File: src/lorl_consts.svh
// Offsets, field positions and timing counts for the latching relay block
`ifndef LORL_CONSTS_SVH
`define LORL_CONSTS_SVH

`define LORL_NUM_RELAYS 4
`define LORL_NUM_SLOTS 7
`define LORL_SEL_W 4
`define LORL_NUM_TRIGS 15
`define LORL_TIME_W 16
`define LORL_ADDR_W 7

// Per-relay window: relay r at byte address r*RELAY_STRIDE
`define LORL_RELAY_STRIDE 7'h10
`define LORL_OFS_SEL 2'h0
`define LORL_OFS_CFG 2'h1
`define LORL_OFS_HOLD 2'h2
`define LORL_OFS_OFFDLY 2'h3
`define LORL_ADDR_CTRL 7'h40
`define LORL_ADDR_ACK 7'h44
`define LORL_ADDR_STATUS 7'h48

// Relay configuration word fields
`define LORL_CFG_INV_LSB 0
`define LORL_CFG_COLLINV 7
`define LORL_CFG_CLOSED 8
`define LORL_CFG_LATCH 9
`define LORL_CFG_ACKSEL_LSB 10
`define LORL_CFG_W 14

// Global control and acknowledge fields
`define LORL_CTRL_REMOTE 0
`define LORL_ACK_GROUP 8
`define LORL_STAT_HEALTH 16
`define LORL_STAT_REMOTE 17

// Reset values
`define LORL_SEL_RST 28'h0000000
`define LORL_CFG_RST 14'h0000
`define LORL_TIME_RST 16'h0000

// Timebase: one tick per millisecond
`define LORL_CLK_KHZ 25000
`define LORL_TICK_US 1000
`define LORL_TICK_CYCLES ((`LORL_TICK_US * `LORL_CLK_KHZ) / 1000)

`endif

File: src/lorl_pkg.sv
// Types shared by the latching relay block
`include "lorl_consts.svh"
package lorl_pkg;
    typedef logic [`LORL_SEL_W-1:0] lorl_sel_t;
    typedef logic [`LORL_TIME_W-1:0] lorl_time_t;
    typedef logic [`LORL_NUM_TRIGS-1:0] lorl_trig_t;
    typedef enum logic {LORL_IDLE, LORL_ANSWER} lorl_bus_t;
endpackage

File: src/lorl_relay_if.sv
// Configuration and status carrier between top and one relay channel
`timescale 1ns/1ns
`default_nettype none
`include "lorl_consts.svh"
interface lorl_relay_if;
    logic [`LORL_NUM_SLOTS*`LORL_SEL_W-1:0] sel;
    logic [`LORL_NUM_SLOTS-1:0] inv;
    logic collInv;
    logic closedCircuit;
    logic latchEn;
    logic [`LORL_SEL_W-1:0] ackSel;
    logic [`LORL_TIME_W-1:0] holdTicks;
    logic [`LORL_TIME_W-1:0] offTicks;
    logic scadaAck;
    logic contact;
    logic latched;
    logic logicState;
    modport ctrl(output sel, inv, collInv, closedCircuit, latchEn, ackSel,
        holdTicks, offTicks, scadaAck, input contact, latched, logicState);
    modport chan(input sel, inv, collInv, closedCircuit, latchEn, ackSel,
        holdTicks, offTicks, scadaAck, output contact, latched, logicState);
endinterface
`default_nettype wire

File: src/lorl_relay_channel.sv
// One configurable output relay: combine, latch, acknowledge, dwell
`timescale 1ns/1ns
`default_nettype none
`include "lorl_consts.svh"
module lorl_relay_channel
    import lorl_pkg::*;
(
    input wire logic sys_clk,
    input wire logic rst,
    input wire logic retainRst,
    input wire logic tick,
    input wire lorl_trig_t trigIn,
    input wire logic panelAck,
    input wire logic groupAck,
    lorl_relay_if.chan ch
);
    // Selector 0 means unassigned and always reads 0
    function automatic logic pick(input lorl_trig_t t, input lorl_sel_t s);
        pick = (s == '0) ? 1'b0 : t[s - 4'h1];
    endfunction

    logic anyAssigned, condOr, combState, ackReq, ackReady, desired;
    logic latchReg, latchNext, stateReg, stateNext, contactReg, contactNext;
    lorl_time_t offCnt, offNext, holdCnt, holdNext;

    always_comb begin
        anyAssigned = 1'b0;
        condOr = 1'b0;
        for (int i = 0; i < `LORL_NUM_SLOTS; i++) begin
            if (ch.sel[i*`LORL_SEL_W +: `LORL_SEL_W] != '0) begin
                anyAssigned = 1'b1;
                condOr = condOr | (pick(trigIn,
                    ch.sel[i*`LORL_SEL_W +: `LORL_SEL_W]) ^ ch.inv[i]);
            end
        end
        combState = anyAssigned & (condOr ^ ch.collInv);
        ackReq = panelAck | ch.scadaAck | groupAck
            | (ch.latchEn & pick(trigIn, ch.ackSel));
        ackReady = !combState && offCnt == '0;
        // Retention delay restarts while the combined trigger state is still high
        if (combState)
            offNext = ch.offTicks;
        else if (tick && offCnt != '0)
            offNext = offCnt - 16'h0001;
        else
            offNext = offCnt;
        if (!ch.latchEn || !anyAssigned)
            latchNext = 1'b0;
        else if (combState)
            latchNext = 1'b1;
        else if (ackReq && ackReady)
            latchNext = 1'b0;
        else
            latchNext = latchReg;
        desired = combState | (ch.latchEn & latchReg);
        if (holdCnt == '0 && desired != stateReg) begin
            stateNext = desired;
            holdNext = ch.holdTicks;
        end else begin
            stateNext = stateReg;
            holdNext = (tick && holdCnt != '0) ? holdCnt - 16'h0001 : holdCnt;
        end
        contactNext = stateNext ^ ch.closedCircuit;
    end

    // Latch sits in the retained domain so restarts do not lose it
    always_ff @(posedge sys_clk or posedge retainRst) begin
        if (retainRst) begin
            latchReg <= 1'b0;
        end else begin
            latchReg <= latchNext;
        end
    end

    always_ff @(posedge sys_clk or posedge rst) begin
        if (rst) begin
            offCnt <= `LORL_TIME_RST;
            holdCnt <= `LORL_TIME_RST;
            stateReg <= 1'b0;
            contactReg <= 1'b0;
        end else begin
            offCnt <= offNext;
            holdCnt <= holdNext;
            stateReg <= stateNext;
            contactReg <= contactNext;
        end
    end

    assign ch.contact = contactReg;
    assign ch.latched = latchReg;
    assign ch.logicState = stateReg;
endmodule // lorl_relay_channel
`default_nettype wire

File: src/lorl_relay_top.sv
// Latching output relay block with Avalon-MM registers and health contact
//
// Overview of operation
// - each relay ORs up to seven conditioned trigger signals
// - each slot has own inversion; unassigned slot always gives 0
// - collective inversion of result; stays 0 when nothing assigned
// - per-relay mode picks working-current or closed-circuit drive level
// - without latching the contact follows the combined trigger state
// - with latching the asserted state is stored until acknowledged
// - own acknowledge signal acts only when latching and triggers dropped
// - acknowledgment accepted only after triggers drop and delay expires
// - latch clears by ack, ack signal, unlatch or no assignment
// - latched states survive warm and cold restarts; here they survive rst only, retainRst clears them
// - after each change relay holds state for minimum dwell time
// - single relay acknowledged by panel clear key or own signal
// - group or supervisory ack of all relays needs remote enable
// - health contact dropped in boot; picks up when started, fault free
//
// Decided for this implementation: register access over Avalon-MM and the placing of the registers.
`timescale 1ns/1ns
`default_nettype none
`include "lorl_consts.svh"
module lorl_relay_top
    import lorl_pkg::*;
#(
    parameter int unsigned TICK_CYCLES = `LORL_TICK_CYCLES
)
(
    input wire logic sys_clk,
    input wire logic rst,
    input wire logic retainRst,
    input wire logic [`LORL_ADDR_W-1:0] avs_address,
    input wire logic avs_read,
    input wire logic avs_write,
    input wire logic [31:0] avs_writedata,
    output logic [31:0] avs_readdata,
    output logic avs_waitrequest,
    input wire logic [`LORL_NUM_TRIGS-1:0] trigIn,
    input wire logic [`LORL_NUM_RELAYS-1:0] panelAck,
    input wire logic group_output_ack_source,
    input wire logic bootDone,
    input wire logic internalFault,
    output logic [`LORL_NUM_RELAYS-1:0] relayContact,
    output logic health_contact,
    output logic healthLed
);
    localparam int NR = `LORL_NUM_RELAYS;
    localparam int SELW = `LORL_NUM_SLOTS * `LORL_SEL_W;

    // Decoding shared by the read and write paths
    function automatic logic inRelayWin(input logic [`LORL_ADDR_W-1:0] a);
        inRelayWin = a < `LORL_ADDR_CTRL;
    endfunction
    function automatic logic [1:0] relayOf(input logic [`LORL_ADDR_W-1:0] a);
        relayOf = a[5:4];
    endfunction

    // Bus handshake: request seen with wait high, answered next cycle
    lorl_bus_t busReg, busNext;
    logic waitReg, waitNext;
    logic [31:0] rdReg, rdNext;
    logic wrTake;

    // Register file
    logic [SELW-1:0] selReg [NR];
    logic [SELW-1:0] selNext [NR];
    logic [`LORL_CFG_W-1:0] cfgReg [NR];
    logic [`LORL_CFG_W-1:0] cfgNext [NR];
    lorl_time_t holdReg [NR];
    lorl_time_t holdNext [NR];
    lorl_time_t offReg [NR];
    lorl_time_t offNext [NR];
    logic remoteReg, remoteNext;
    logic [NR-1:0] scadaAckReg, scadaAckNext;
    logic groupAckReg, groupAckNext;

    // Timebase and health
    logic [15:0] tickCnt, tickCntNext;
    logic tickReg, tickNext;
    logic healthReg, healthNext;

    // Relay status collected from channels
    logic [NR-1:0] contactW, latchedW, stateW;

    always_comb begin
        busNext = busReg;
        waitNext = 1'b1;
        wrTake = 1'b0;
        case (busReg)
            LORL_IDLE: begin
                if (avs_read || avs_write) begin
                    busNext = LORL_ANSWER;
                    waitNext = 1'b0;
                end
            end
            LORL_ANSWER: begin
                // Master sees wait low at this edge; the write lands here
                wrTake = avs_write;
                busNext = LORL_IDLE;
            end
            default: busNext = LORL_IDLE;
        endcase
    end

    always_comb begin
        rdNext = rdReg;
        if (busReg == LORL_IDLE && avs_read) begin
            rdNext = 32'h00000000;
            if (inRelayWin(avs_address)) begin
                case (avs_address[3:2])
                    `LORL_OFS_SEL:
                        rdNext = {4'h0, selReg[relayOf(avs_address)]};
                    `LORL_OFS_CFG:
                        rdNext = {18'h00000, cfgReg[relayOf(avs_address)]};
                    `LORL_OFS_HOLD:
                        rdNext = {16'h0000, holdReg[relayOf(avs_address)]};
                    default:
                        rdNext = {16'h0000, offReg[relayOf(avs_address)]};
                endcase
            end else if (avs_address == `LORL_ADDR_CTRL) begin
                rdNext[`LORL_CTRL_REMOTE] = remoteReg;
            end else if (avs_address == `LORL_ADDR_STATUS) begin
                rdNext[3:0] = contactW;
                rdNext[7:4] = latchedW;
                rdNext[11:8] = stateW;
                rdNext[`LORL_STAT_HEALTH] = healthReg;
                rdNext[`LORL_STAT_REMOTE] = remoteReg;
            end
        end
    end

    always_comb begin
        for (int r = 0; r < NR; r++) begin
            selNext[r] = selReg[r];
            cfgNext[r] = cfgReg[r];
            holdNext[r] = holdReg[r];
            offNext[r] = offReg[r];
        end
        remoteNext = remoteReg;
        scadaAckNext = '0;
        groupAckNext = 1'b0;
        if (wrTake && inRelayWin(avs_address)) begin
            case (avs_address[3:2])
                `LORL_OFS_SEL:
                    selNext[relayOf(avs_address)] = avs_writedata[SELW-1:0];
                `LORL_OFS_CFG:
                    cfgNext[relayOf(avs_address)] =
                        avs_writedata[`LORL_CFG_W-1:0];
                `LORL_OFS_HOLD:
                    holdNext[relayOf(avs_address)] = avs_writedata[15:0];
                default:
                    offNext[relayOf(avs_address)] = avs_writedata[15:0];
            endcase
        end else if (wrTake && avs_address == `LORL_ADDR_CTRL) begin
            remoteNext = avs_writedata[`LORL_CTRL_REMOTE];
        end else if (wrTake && avs_address == `LORL_ADDR_ACK) begin
            scadaAckNext = avs_writedata[NR-1:0];
        end
        // Group ack, by pin or supervisory write, gated by remote enable
        groupAckNext = remoteReg && (group_output_ack_source
            || (wrTake && avs_address == `LORL_ADDR_ACK
            && avs_writedata[`LORL_ACK_GROUP]));
    end

    always_comb begin
        if (tickCnt == 16'(TICK_CYCLES - 1)) begin
            tickCntNext = 16'h0000;
            tickNext = 1'b1;
        end else begin
            tickCntNext = tickCnt + 16'h0001;
            tickNext = 1'b0;
        end
        // Boot not finished or a fault keeps the contact dropped
        healthNext = bootDone && !internalFault;
    end

    always_ff @(posedge sys_clk or posedge rst) begin
        if (rst) begin
            busReg <= LORL_IDLE;
            waitReg <= 1'b1;
            rdReg <= 32'h00000000;
            remoteReg <= 1'b0;
            scadaAckReg <= '0;
            groupAckReg <= 1'b0;
            tickCnt <= 16'h0000;
            tickReg <= 1'b0;
            healthReg <= 1'b0;
        end else begin
            busReg <= busNext;
            waitReg <= waitNext;
            rdReg <= rdNext;
            remoteReg <= remoteNext;
            scadaAckReg <= scadaAckNext;
            groupAckReg <= groupAckNext;
            tickCnt <= tickCntNext;
            tickReg <= tickNext;
            healthReg <= healthNext;
        end
    end

    // Settings kept with the latches: wiping them on restart would unlatch
    always_ff @(posedge sys_clk or posedge retainRst) begin
        if (retainRst) begin
            for (int r = 0; r < NR; r++) begin
                selReg[r] <= `LORL_SEL_RST;
                cfgReg[r] <= `LORL_CFG_RST;
                holdReg[r] <= `LORL_TIME_RST;
                offReg[r] <= `LORL_TIME_RST;
            end
        end else begin
            for (int r = 0; r < NR; r++) begin
                selReg[r] <= selNext[r];
                cfgReg[r] <= cfgNext[r];
                holdReg[r] <= holdNext[r];
                offReg[r] <= offNext[r];
            end
        end
    end

    for (genvar g = 0; g < NR; g++) begin : gRelay
        lorl_relay_if rif();
        assign rif.sel = selReg[g];
        assign rif.inv = cfgReg[g][`LORL_CFG_INV_LSB +: `LORL_NUM_SLOTS];
        assign rif.collInv = cfgReg[g][`LORL_CFG_COLLINV];
        assign rif.closedCircuit = cfgReg[g][`LORL_CFG_CLOSED];
        assign rif.latchEn = cfgReg[g][`LORL_CFG_LATCH];
        assign rif.ackSel = cfgReg[g][`LORL_CFG_ACKSEL_LSB +: `LORL_SEL_W];
        assign rif.holdTicks = holdReg[g];
        assign rif.offTicks = offReg[g];
        assign rif.scadaAck = scadaAckReg[g];
        assign contactW[g] = rif.contact;
        assign latchedW[g] = rif.latched;
        assign stateW[g] = rif.logicState;

        lorl_relay_channel uChan (
            .sys_clk(sys_clk),
            .rst(rst),
            .retainRst(retainRst),
            .tick(tickReg),
            .trigIn(trigIn),
            .panelAck(panelAck[g]),
            .groupAck(groupAckReg),
            .ch(rif.chan)
        );
    end

    assign avs_readdata = rdReg;
    assign avs_waitrequest = waitReg;
    assign relayContact = contactW;
    assign health_contact = healthReg;
    assign healthLed = healthReg;
endmodule // lorl_relay_top
`default_nettype wire

File: config.mk
export PLATFORM = sky130hd
export DESIGN_NAME = lorl_relay_top
export DESIGN_NICKNAME = d
export VERILOG_FILES = /design/src/lorl_pkg.sv /design/src/lorl_relay_if.sv /design/src/lorl_relay_channel.sv /design/src/lorl_relay_top.sv
export VERILOG_INCLUDE_DIRS = /design/src
export SDC_FILE = /design/constraint.sdc
export NUM_CORES = 1
export LEC_CHECK = 0
export BUFFER_PORTS_ARGS = -buffer_cell sky130_fd_sc_hd__clkbuf_2
export CAP_MARGIN = 5
export CORE_ASPECT_RATIO = 2
export CORE_MARGIN = 4
export CORE_UTILIZATION = 30
export DETAILED_ROUTE_END_ITERATION = 7
export PLACE_DENSITY = 0.42
export SKIP_CTS_REPAIR_TIMING = 1
export SYNTH_ARGS = -nofsm -noshare
export SYNTH_HDL_FRONTEND = slang
export SYNTH_SLANG_ARGS = --single-unit
File: constraint.sdc
create_clock -name sys_clk -period 10.01 [get_ports sys_clk]
set_input_delay 1.001 -clock sys_clk [delete_from_list [all_inputs] [get_ports sys_clk]]
set_output_delay 1.001 -clock sys_clk [all_outputs]
set_load 0.01 [all_outputs]
# Word level (Yosys, flattened, before mapping)
# Index checks and enable logic that the tools add are counted.
dict set report classes {
  reduce_logical 142
  order_cmp 35
  n_bitwise 92
  muxes 226
  add_sub_neg 41
  n_eq_ne 10
}
# op count
set ops {}
lappend ops {{$mux 16} 22}
lappend ops {{$lt 4x5->1 const B} 32}
lappend ops {{$mux 1} 142}
lappend ops {{$bmux 1 s4} 32}
lappend ops {{$bwmux 64} 2}
lappend ops {{$logic_not 16->1} 8}
lappend ops {{$logic_not 4->1} 32}
lappend ops {{$reduce_bool 16->1} 8}
lappend ops {{$sub 16x1->16 const B} 8}
lappend ops {{$sub 4x1->4 const B} 32}
lappend ops {{$bwmux 112} 1}
lappend ops {{$reduce_bool 4->1} 28}
lappend ops {{$mux 28} 3}
lappend ops {{$pmux 28 s3} 1}
lappend ops {{$bmux 16 s2} 2}
lappend ops {{$bmux 28 s2} 1}
lappend ops {{$bwmux 56} 1}
lappend ops {{$demux 28 s2} 1}
lappend ops {{$mux 14} 4}
lappend ops {{$or 1x1->1} 40}
lappend ops {{$xor 1x1->1} 36}
lappend ops {{$demux 16 s2} 1}
lappend ops {{$bmux 14 s2} 1}
lappend ops {{$demux 14 s2} 1}
lappend ops {{25 further kinds} 107}
dict set report word_totals {
  elab_cells 591
  register_bits 494
  inputBits 66
}

# Logic depth before layout (Yosys ltp)
dict set report logic_depth {
  depth_word 26
  mapped_depth 15
}

# Hierarchy
# Synthesis repeated with hierarchy kept, for this count alone.
dict set report hier_totals {
  cells_unflattened 2671
  area_unflattened_um2 31245.0
}
# mod instances cells_each area_each_um2
set modules_own_cells {}
lappend modules_own_cells {lorl_relay_top 1 1068 15915.3}
lappend modules_own_cells {{lorl_relay_channel (gRelay[1].uChan ...)} 2 398 3852.4}
lappend modules_own_cells {{lorl_relay_channel (gRelay[0].uChan)} 1 398 3829.9}
lappend modules_own_cells {{lorl_relay_channel (gRelay[3].uChan)} 1 409 3794.9}

# Worst setup path after synthesis
# No wires, ideal clock.
dict set report synth_timing {
  path_kind {flip-flop to flip-flop}
  from {reg selReg, in the netlist gRelay[0].rif.sel[8]}
  to {reg gRelay[0].uChan.offCnt[0]}
  stages_incl_launch_ff 15
  path_buffers 2
  t_required_ns 9.885
  synth_period_minus_slack_ns 3.939
  path_slack_ns 6.071
  arrival_time_ns 3.815
  path_cell_list {dfrtp_1 > clkbuf_1 > inv_1 > ha_1 > mux4_2 > mux2i_1 > mux2i_1 > a2111o_1 > a211o_1 > nor3_1 > nand2b_1 > xnor2_1 > nor2_1 > buf_2 > mux2_2}
}
dict set report synth_between {
  elab_chain_len 18
  word_cells_on_any_way 26
  classes_between {add/sub (1); mux (14); bitwise (8); reduce/logical (3)}
}
# element line
set synth_rtl {}
lappend synth_rtl {{start: declaration} lorl_relay_top.sv:65} ;# logic [SELW-1:0] selReg [NR];
lappend synth_rtl {{start signal: indexed assignment} lorl_relay_top.sv:205} ;# selReg[r] <= `LORL_SEL_RST;
lappend synth_rtl {{start signal: indexed assignment} lorl_relay_top.sv:212} ;# selReg[r] <= selNext[r];
lappend synth_rtl {{$sub 4x1->4} lorl_relay_channel.sv:19} ;# pick = (s == '0) ? 1'b0 : t[s - 4'h1];
lappend synth_rtl {{$bmux 1 s4} lorl_relay_channel.sv:19}
lappend synth_rtl {{$mux 1 (not written as such)} lorl_relay_channel.sv:19}
lappend synth_rtl {{$mux 1} lorl_relay_channel.sv:19}
lappend synth_rtl {{$xor 1x1->1} lorl_relay_channel.sv:32} ;# condOr = condOr | (pick(trigIn,
lappend synth_rtl {{$or 1x1->1} lorl_relay_channel.sv:32}
lappend synth_rtl {{$mux 1} lorl_relay_channel.sv:30} ;# if (ch.sel[i*`LORL_SEL_W +: `LORL_SEL_W] != '0) begin
lappend synth_rtl {{$or 1x1->1} lorl_relay_channel.sv:32}
lappend synth_rtl {{(+2 left out)} --}
lappend synth_rtl {{$mux 1} lorl_relay_channel.sv:30}
lappend synth_rtl {{$or 1x1->1} lorl_relay_channel.sv:32}
lappend synth_rtl {{$mux 1} lorl_relay_channel.sv:30}
lappend synth_rtl {{$or 1x1->1} lorl_relay_channel.sv:32}
lappend synth_rtl {{$mux 1} lorl_relay_channel.sv:30}
lappend synth_rtl {{$xor 1x1->1} lorl_relay_channel.sv:36} ;# combState = anyAssigned & (condOr ^ ch.collInv);
lappend synth_rtl {{$and 1x1->1 (*)} lorl_relay_channel.sv:36}
lappend synth_rtl {{$mux 16 / $reduce_bool 2->1 (equally long branches)} --}
lappend synth_rtl {{end signal: assignment} lorl_relay_channel.sv:77} ;# offCnt <= `LORL_TIME_RST;
lappend synth_rtl {{end signal: assignment} lorl_relay_channel.sv:82} ;# offCnt <= offNext;
lappend synth_rtl {{end: declaration} lorl_relay_channel.sv:24} ;# lorl_time_t offCnt, offNext, holdCnt, holdNext;
# Every way passes the cells marked *; elsewhere a longest branch is shown, timed or not. The select of a mux whose other input is x is not followed.
# A chain may end at the register's enable or synchronous reset.

# Worst setup path after layout
dict set report layout_timing {
  from {reg selReg, in the netlist gRelay[0].rif.sel[16]}
  to {reg gRelay[0].uChan.holdCnt[0]}
}
dict set report layout_between {
  elab_chain_len 17
  word_cells_on_any_way 23
  classes_between {add/sub (1); eq/ne (1); mux (10); bitwise (7); reduce/logical (4)}
}
# element line
set layout_rtl {}
lappend layout_rtl {{$sub 4x1->4} lorl_relay_channel.sv:19}
lappend layout_rtl {{$bmux 1 s4} lorl_relay_channel.sv:19}
lappend layout_rtl {{$mux 1 (not written as such)} lorl_relay_channel.sv:19}
lappend layout_rtl {{$mux 1} lorl_relay_channel.sv:19}
lappend layout_rtl {{$xor 1x1->1} lorl_relay_channel.sv:32}
lappend layout_rtl {{$or 1x1->1} lorl_relay_channel.sv:32}
lappend layout_rtl {{$mux 1} lorl_relay_channel.sv:30}
lappend layout_rtl {{$or 1x1->1} lorl_relay_channel.sv:32}
lappend layout_rtl {{$mux 1} lorl_relay_channel.sv:30}
lappend layout_rtl {{$or 1x1->1} lorl_relay_channel.sv:32}
lappend layout_rtl {{$mux 1} lorl_relay_channel.sv:30}
lappend layout_rtl {{$xor 1x1->1} lorl_relay_channel.sv:36}
lappend layout_rtl {{$and 1x1->1 (*)} lorl_relay_channel.sv:36}
lappend layout_rtl {{$or 1x1->1 (*)} lorl_relay_channel.sv:55} ;# desired = combState | (ch.latchEn & latchReg);
lappend layout_rtl {{$ne 1x1->1 (*)} lorl_relay_channel.sv:56} ;# if (holdCnt == '0 && desired != stateReg) begin
lappend layout_rtl {{$logic_and 1x1->1 (*)} lorl_relay_channel.sv:56}
lappend layout_rtl {{$mux 16 / $reduce_bool 2->1 (equally long branches)} --}
lappend layout_rtl {{end signal: assignment} lorl_relay_channel.sv:78} ;# holdCnt <= `LORL_TIME_RST;
lappend layout_rtl {{end signal: assignment} lorl_relay_channel.sv:83} ;# holdCnt <= holdNext;
lappend layout_rtl {{end: declaration} lorl_relay_channel.sv:24}
# Marked as above.

==> summary.md <==
| Metric | Value |
|---|---|
| Commonest cells in the netlist | dfrtp_1, mux2_2, nand2_1 |
| PortBufs | 96 |
| Later-pin clock latency in the skew report | 0.64 ns |
| Reg2reg path depth | 12 |
| Die area | 0.1072 mm2 |
| Worst EP required | 10.56 ns |
| Detailed-route wire length per cell | 29.67 um |
| Most used DFF post-synth | dfrtp_1 |
| Placer Congestion | 0.8941 |
| Largest fanout on the critical path | 18 |
| CTS HTree Levels | 2 |
| Maxcap violations | 0 |
| Final Util | 33.81% |
| FF-to-FF setup slack | 4.52 ns |
| CTS Root Cell | clkbuf_16 |
| Starting Density | 30.22% |
| Routed WL | 122.3 mm |
| DP Cell Count | 4031 |
| RSZ-0062 raised after global routing | no |
| Final Critical Period | 5.486 ns |
| Yosys top cell by area | dfrtp_1 |
| Dpl hpwl | 88.89 mm |
| Drt first pass iters | 7 |
| Antenna violations before repair | 10 |
| Clock transition at path regs | 0.06 ns |
| Clock Skews | 0.02223 ns |
| Final #Nets | 2878 |
| CTS Sinks | 490 |
| Critical path's top delay family | multiplexers |
| Via count | 22860 |
| Crit end category | register |
| VDD IR max | 0.0001211 V |
| Syn-to-layout area delta | 11.87% |
| Gr ovfl total | 0 |
| Largest net degree at the start of global routing | 151 |
| Fraction of layout cells with a size suffix above 1 | 27.33% |
| CP Cell Sequence | inv_1 > ha_1 > xnor2_1 > mux4_2 > o2bb2ai_1 > mux2i_1 > nand4_1 > o31a_1 > nor3b_2 > mux2i_2 > o22ai_1 > a31oi_1 |
| #FFs+latches synth | 490 |
| Vias in the first global route | 24230 |
| DRC viols | 0 |
| Fin. max-slew vios | 0 |
| Number of buffers created by CTS | 50 |
| Hold violation total from the final report | 0 |
| Critical path buffer and inverter count | 1 |
| Post-synth EDFFs | 0 |
| Area contributors post-synth | dfrtp_1, mux4_2, mux2_2 |
| CP max stage cell | mux2i_1 |
| Startpoint type of the worst setup path | register |
| Hold Crit Class | input pin to asynchronous set/reset pin |
| Synth unique cells | 82 |
| Area share of the largest cell type after synthesis | 40.11% |
| Die Span X | 233.5 um |
| Status | completed |
| Final ANT Viol Nets | 0 |
| Crit path DAT | 6.04 ns |
| Async set-or-reset flop fraction in the synthesized netlist | 100.0% |
| Largest stage delay, worst path | 0.90 ns |
| Fmax | 0.1823 GHz |
| First-pass GRT wire length | 174.6 mm |
| Final Cycle Share | 54.80% |
| Cell with the most instances after synthesis | dfrtp_1 |
| Clk buf depth | 3 |
| Mapped cell area | 0.03051 mm2 |
| Total Neg Setup Slack | 0 ns |
| RR Startpoint | gRelay[0].rif.sel[16] |
| Initial drt markers | 1558 |
| Cell Rows | 165 |
| Sequential area share after synthesis | 40.20% |
| Chip Height | 459.0 um |
| Core Region | 0.1010 mm2 |
| IO Pins | 105 |
| PD cells | 207.6 mW/mm2 |
| Worst-Margin Slew | 1.379 ns |
| Static leakage | 14.81 nW |
| Max-slew headroom | 5.688% |
| Setup violators final | 0 |
| Yosys warning count | 0 |
| Syn Inst Count | 2719 |
| Total track usage | 22.62% |
| R2R Path End | gRelay[0].uChan.holdCnt[0] |
| Non-filler instance count after layout | 4123 |
| CTS tree | yes |
| Drt via density | 5.545 |
| Kind of critical path | register to register |
| Avg Inst Size Synth | 11.22 um2 |
==> kinds of logic after synthesis <==
| family | share of synthesized area, % |
|---|---|
| compound gates | 8.346 |
| simple gates | 11.20 |
| fa+ha+maj | 2.666 |
| other cells | 0.01229 |
| buf+inv | 4.060 |
| mux | 27.47 |
| flops | 40.20 |
| xor+xnor | 6.050 |
==> worst register-to-register path: stages (launching register included) <==
cell       delay [ns]
dfrtp_1          0.54
inv_1            0.18
ha_1             0.25
xnor2_1          0.36
mux4_2           0.38
o2bb2ai_1        0.19
mux2i_1          0.90
nand4_1          0.59
o31a_1           0.48
nor3b_2          0.34
mux2i_2          0.81
o22ai_1          0.22
a31oi_1          0.20
==> stage by stage <==
step                      total power (W)  hold WS (ns)  cell area, um2  setup WS, ns
after global placement           0.004963        0.4472           32380         4.321
after global routing             0.007398        0.4798           34130         4.416
after floorplan                  0.004177        0.4329           30520        0.7198
after CTS                        0.007152        0.4510           34120         4.529
after detailed placement         0.005021        0.4667           32380         4.281
final                            0.007085        0.4563           34130         4.524
==> where the power goes <==
group          switching (W)  total (W)  internal (W)
Sequential          0.000389    0.00265       0.00226
Clock               0.000893    0.00209       0.00120
Combinational        0.00127    0.00234       0.00107
==> per-layer routing <==
| layer | global-route usage (%) | part of all wire [%] | vias up |
|---|---|---|---|
| li1 | - | - | 9976 |
| met1 | 22.20 | 33 | 11880 |
| met2 | 41.85 | 53 | 693 |
| met3 | 3.006 | 4.1 | 307 |
| met4 | 17.93 | 9.9 | 8 |
| met5 | 0 | 0.050 | - |
==> how the worst max path moves through the flow <==
| stage | startpoint | cells after the start | slack [ns] | to |
|---|---|---|---|---|
| 3_3_place_gp | trigIn[9] | 11 | 4.32 | gRelay[0].uChan.holdCnt[0] |
| 5_1_grt | gRelay[0].rif.sel[16] | 12 | 4.42 | gRelay[0].uChan.holdCnt[0] |
| 2_1_floorplan | retainRst | 1 | 0.72 | cfgReg[0] |
| 4_1_cts | gRelay[0].rif.sel[16] | 12 | 4.53 | gRelay[0].uChan.holdCnt[0] |
| 6_report | gRelay[0].rif.sel[16] | 12 | 4.52 | gRelay[0].uChan.holdCnt[0] |
| 3_5_place_dp | trigIn[9] | 11 | 4.28 | gRelay[0].uChan.holdCnt[0] |
==> flip-flops by register name, summed over array words and instances, names as in the netlist <==
name	count
gRelay.uChan.ch.latched	4
gRelay.uChan.offCnt	64
avs_waitrequest	1
gRelay.uChan.ch.contact	4
gRelay.uChan.ch.logicState	4
cfgReg	56
tickCnt	16
gRelay.rif.offTicks	64
avs_readdata	28
healthLed	1
remoteReg	1
scadaAckReg	4
busReg	1
groupAckReg	1
gRelay.rif.sel	112
tickReg	1
gRelay.uChan.holdCnt	64
gRelay.rif.holdTicks	64
==> layout make-up <==
class                   instances  area [um2]
fillers                     10020       66830
multi-input cells            1932       17070
flip-flops and latches        490       12260
well taps                    1336        1672
clock buffers                  65        1378
repair buffers                148       888.4
inverters                     125       484.2
clock inverters                24       366.6
diodes                          3       7.507
==> layout by cell type (no fill, tap or decap), types with 11 or more instances in the layout <==
cell type  synthesis  routed
mux2_2           317     317
or4_1             20      20
o31ai_1           20      20
clkinv_2           0      11
xnor2_1          124     124
a21o_1            16      16
a21boi_0          15      15
dfrtp_1          489     489
mux4_2           175     175
nor2_1           139     135
o311ai_0          19      17
xor2_1            83      83
nor3_1            75      74
ha_1              65      65
or3_1             14      14
nor2b_1           30      30
nand2_1          221     221
a21oi_1           60      60
clkbuf_2           0      94
nor3b_1           22      22
buf_4             14      53
nand2b_1          24      23
nand3_1           39      39
nand4_1           11      11
inv_1            124     122
nor4_1            43      42
a31oi_1           12      12
clkbuf_16          0      50
o21ai_0          129     129
mux2i_1           84      84
a22o_1            17      17
(Power assumes the default switching activity.)
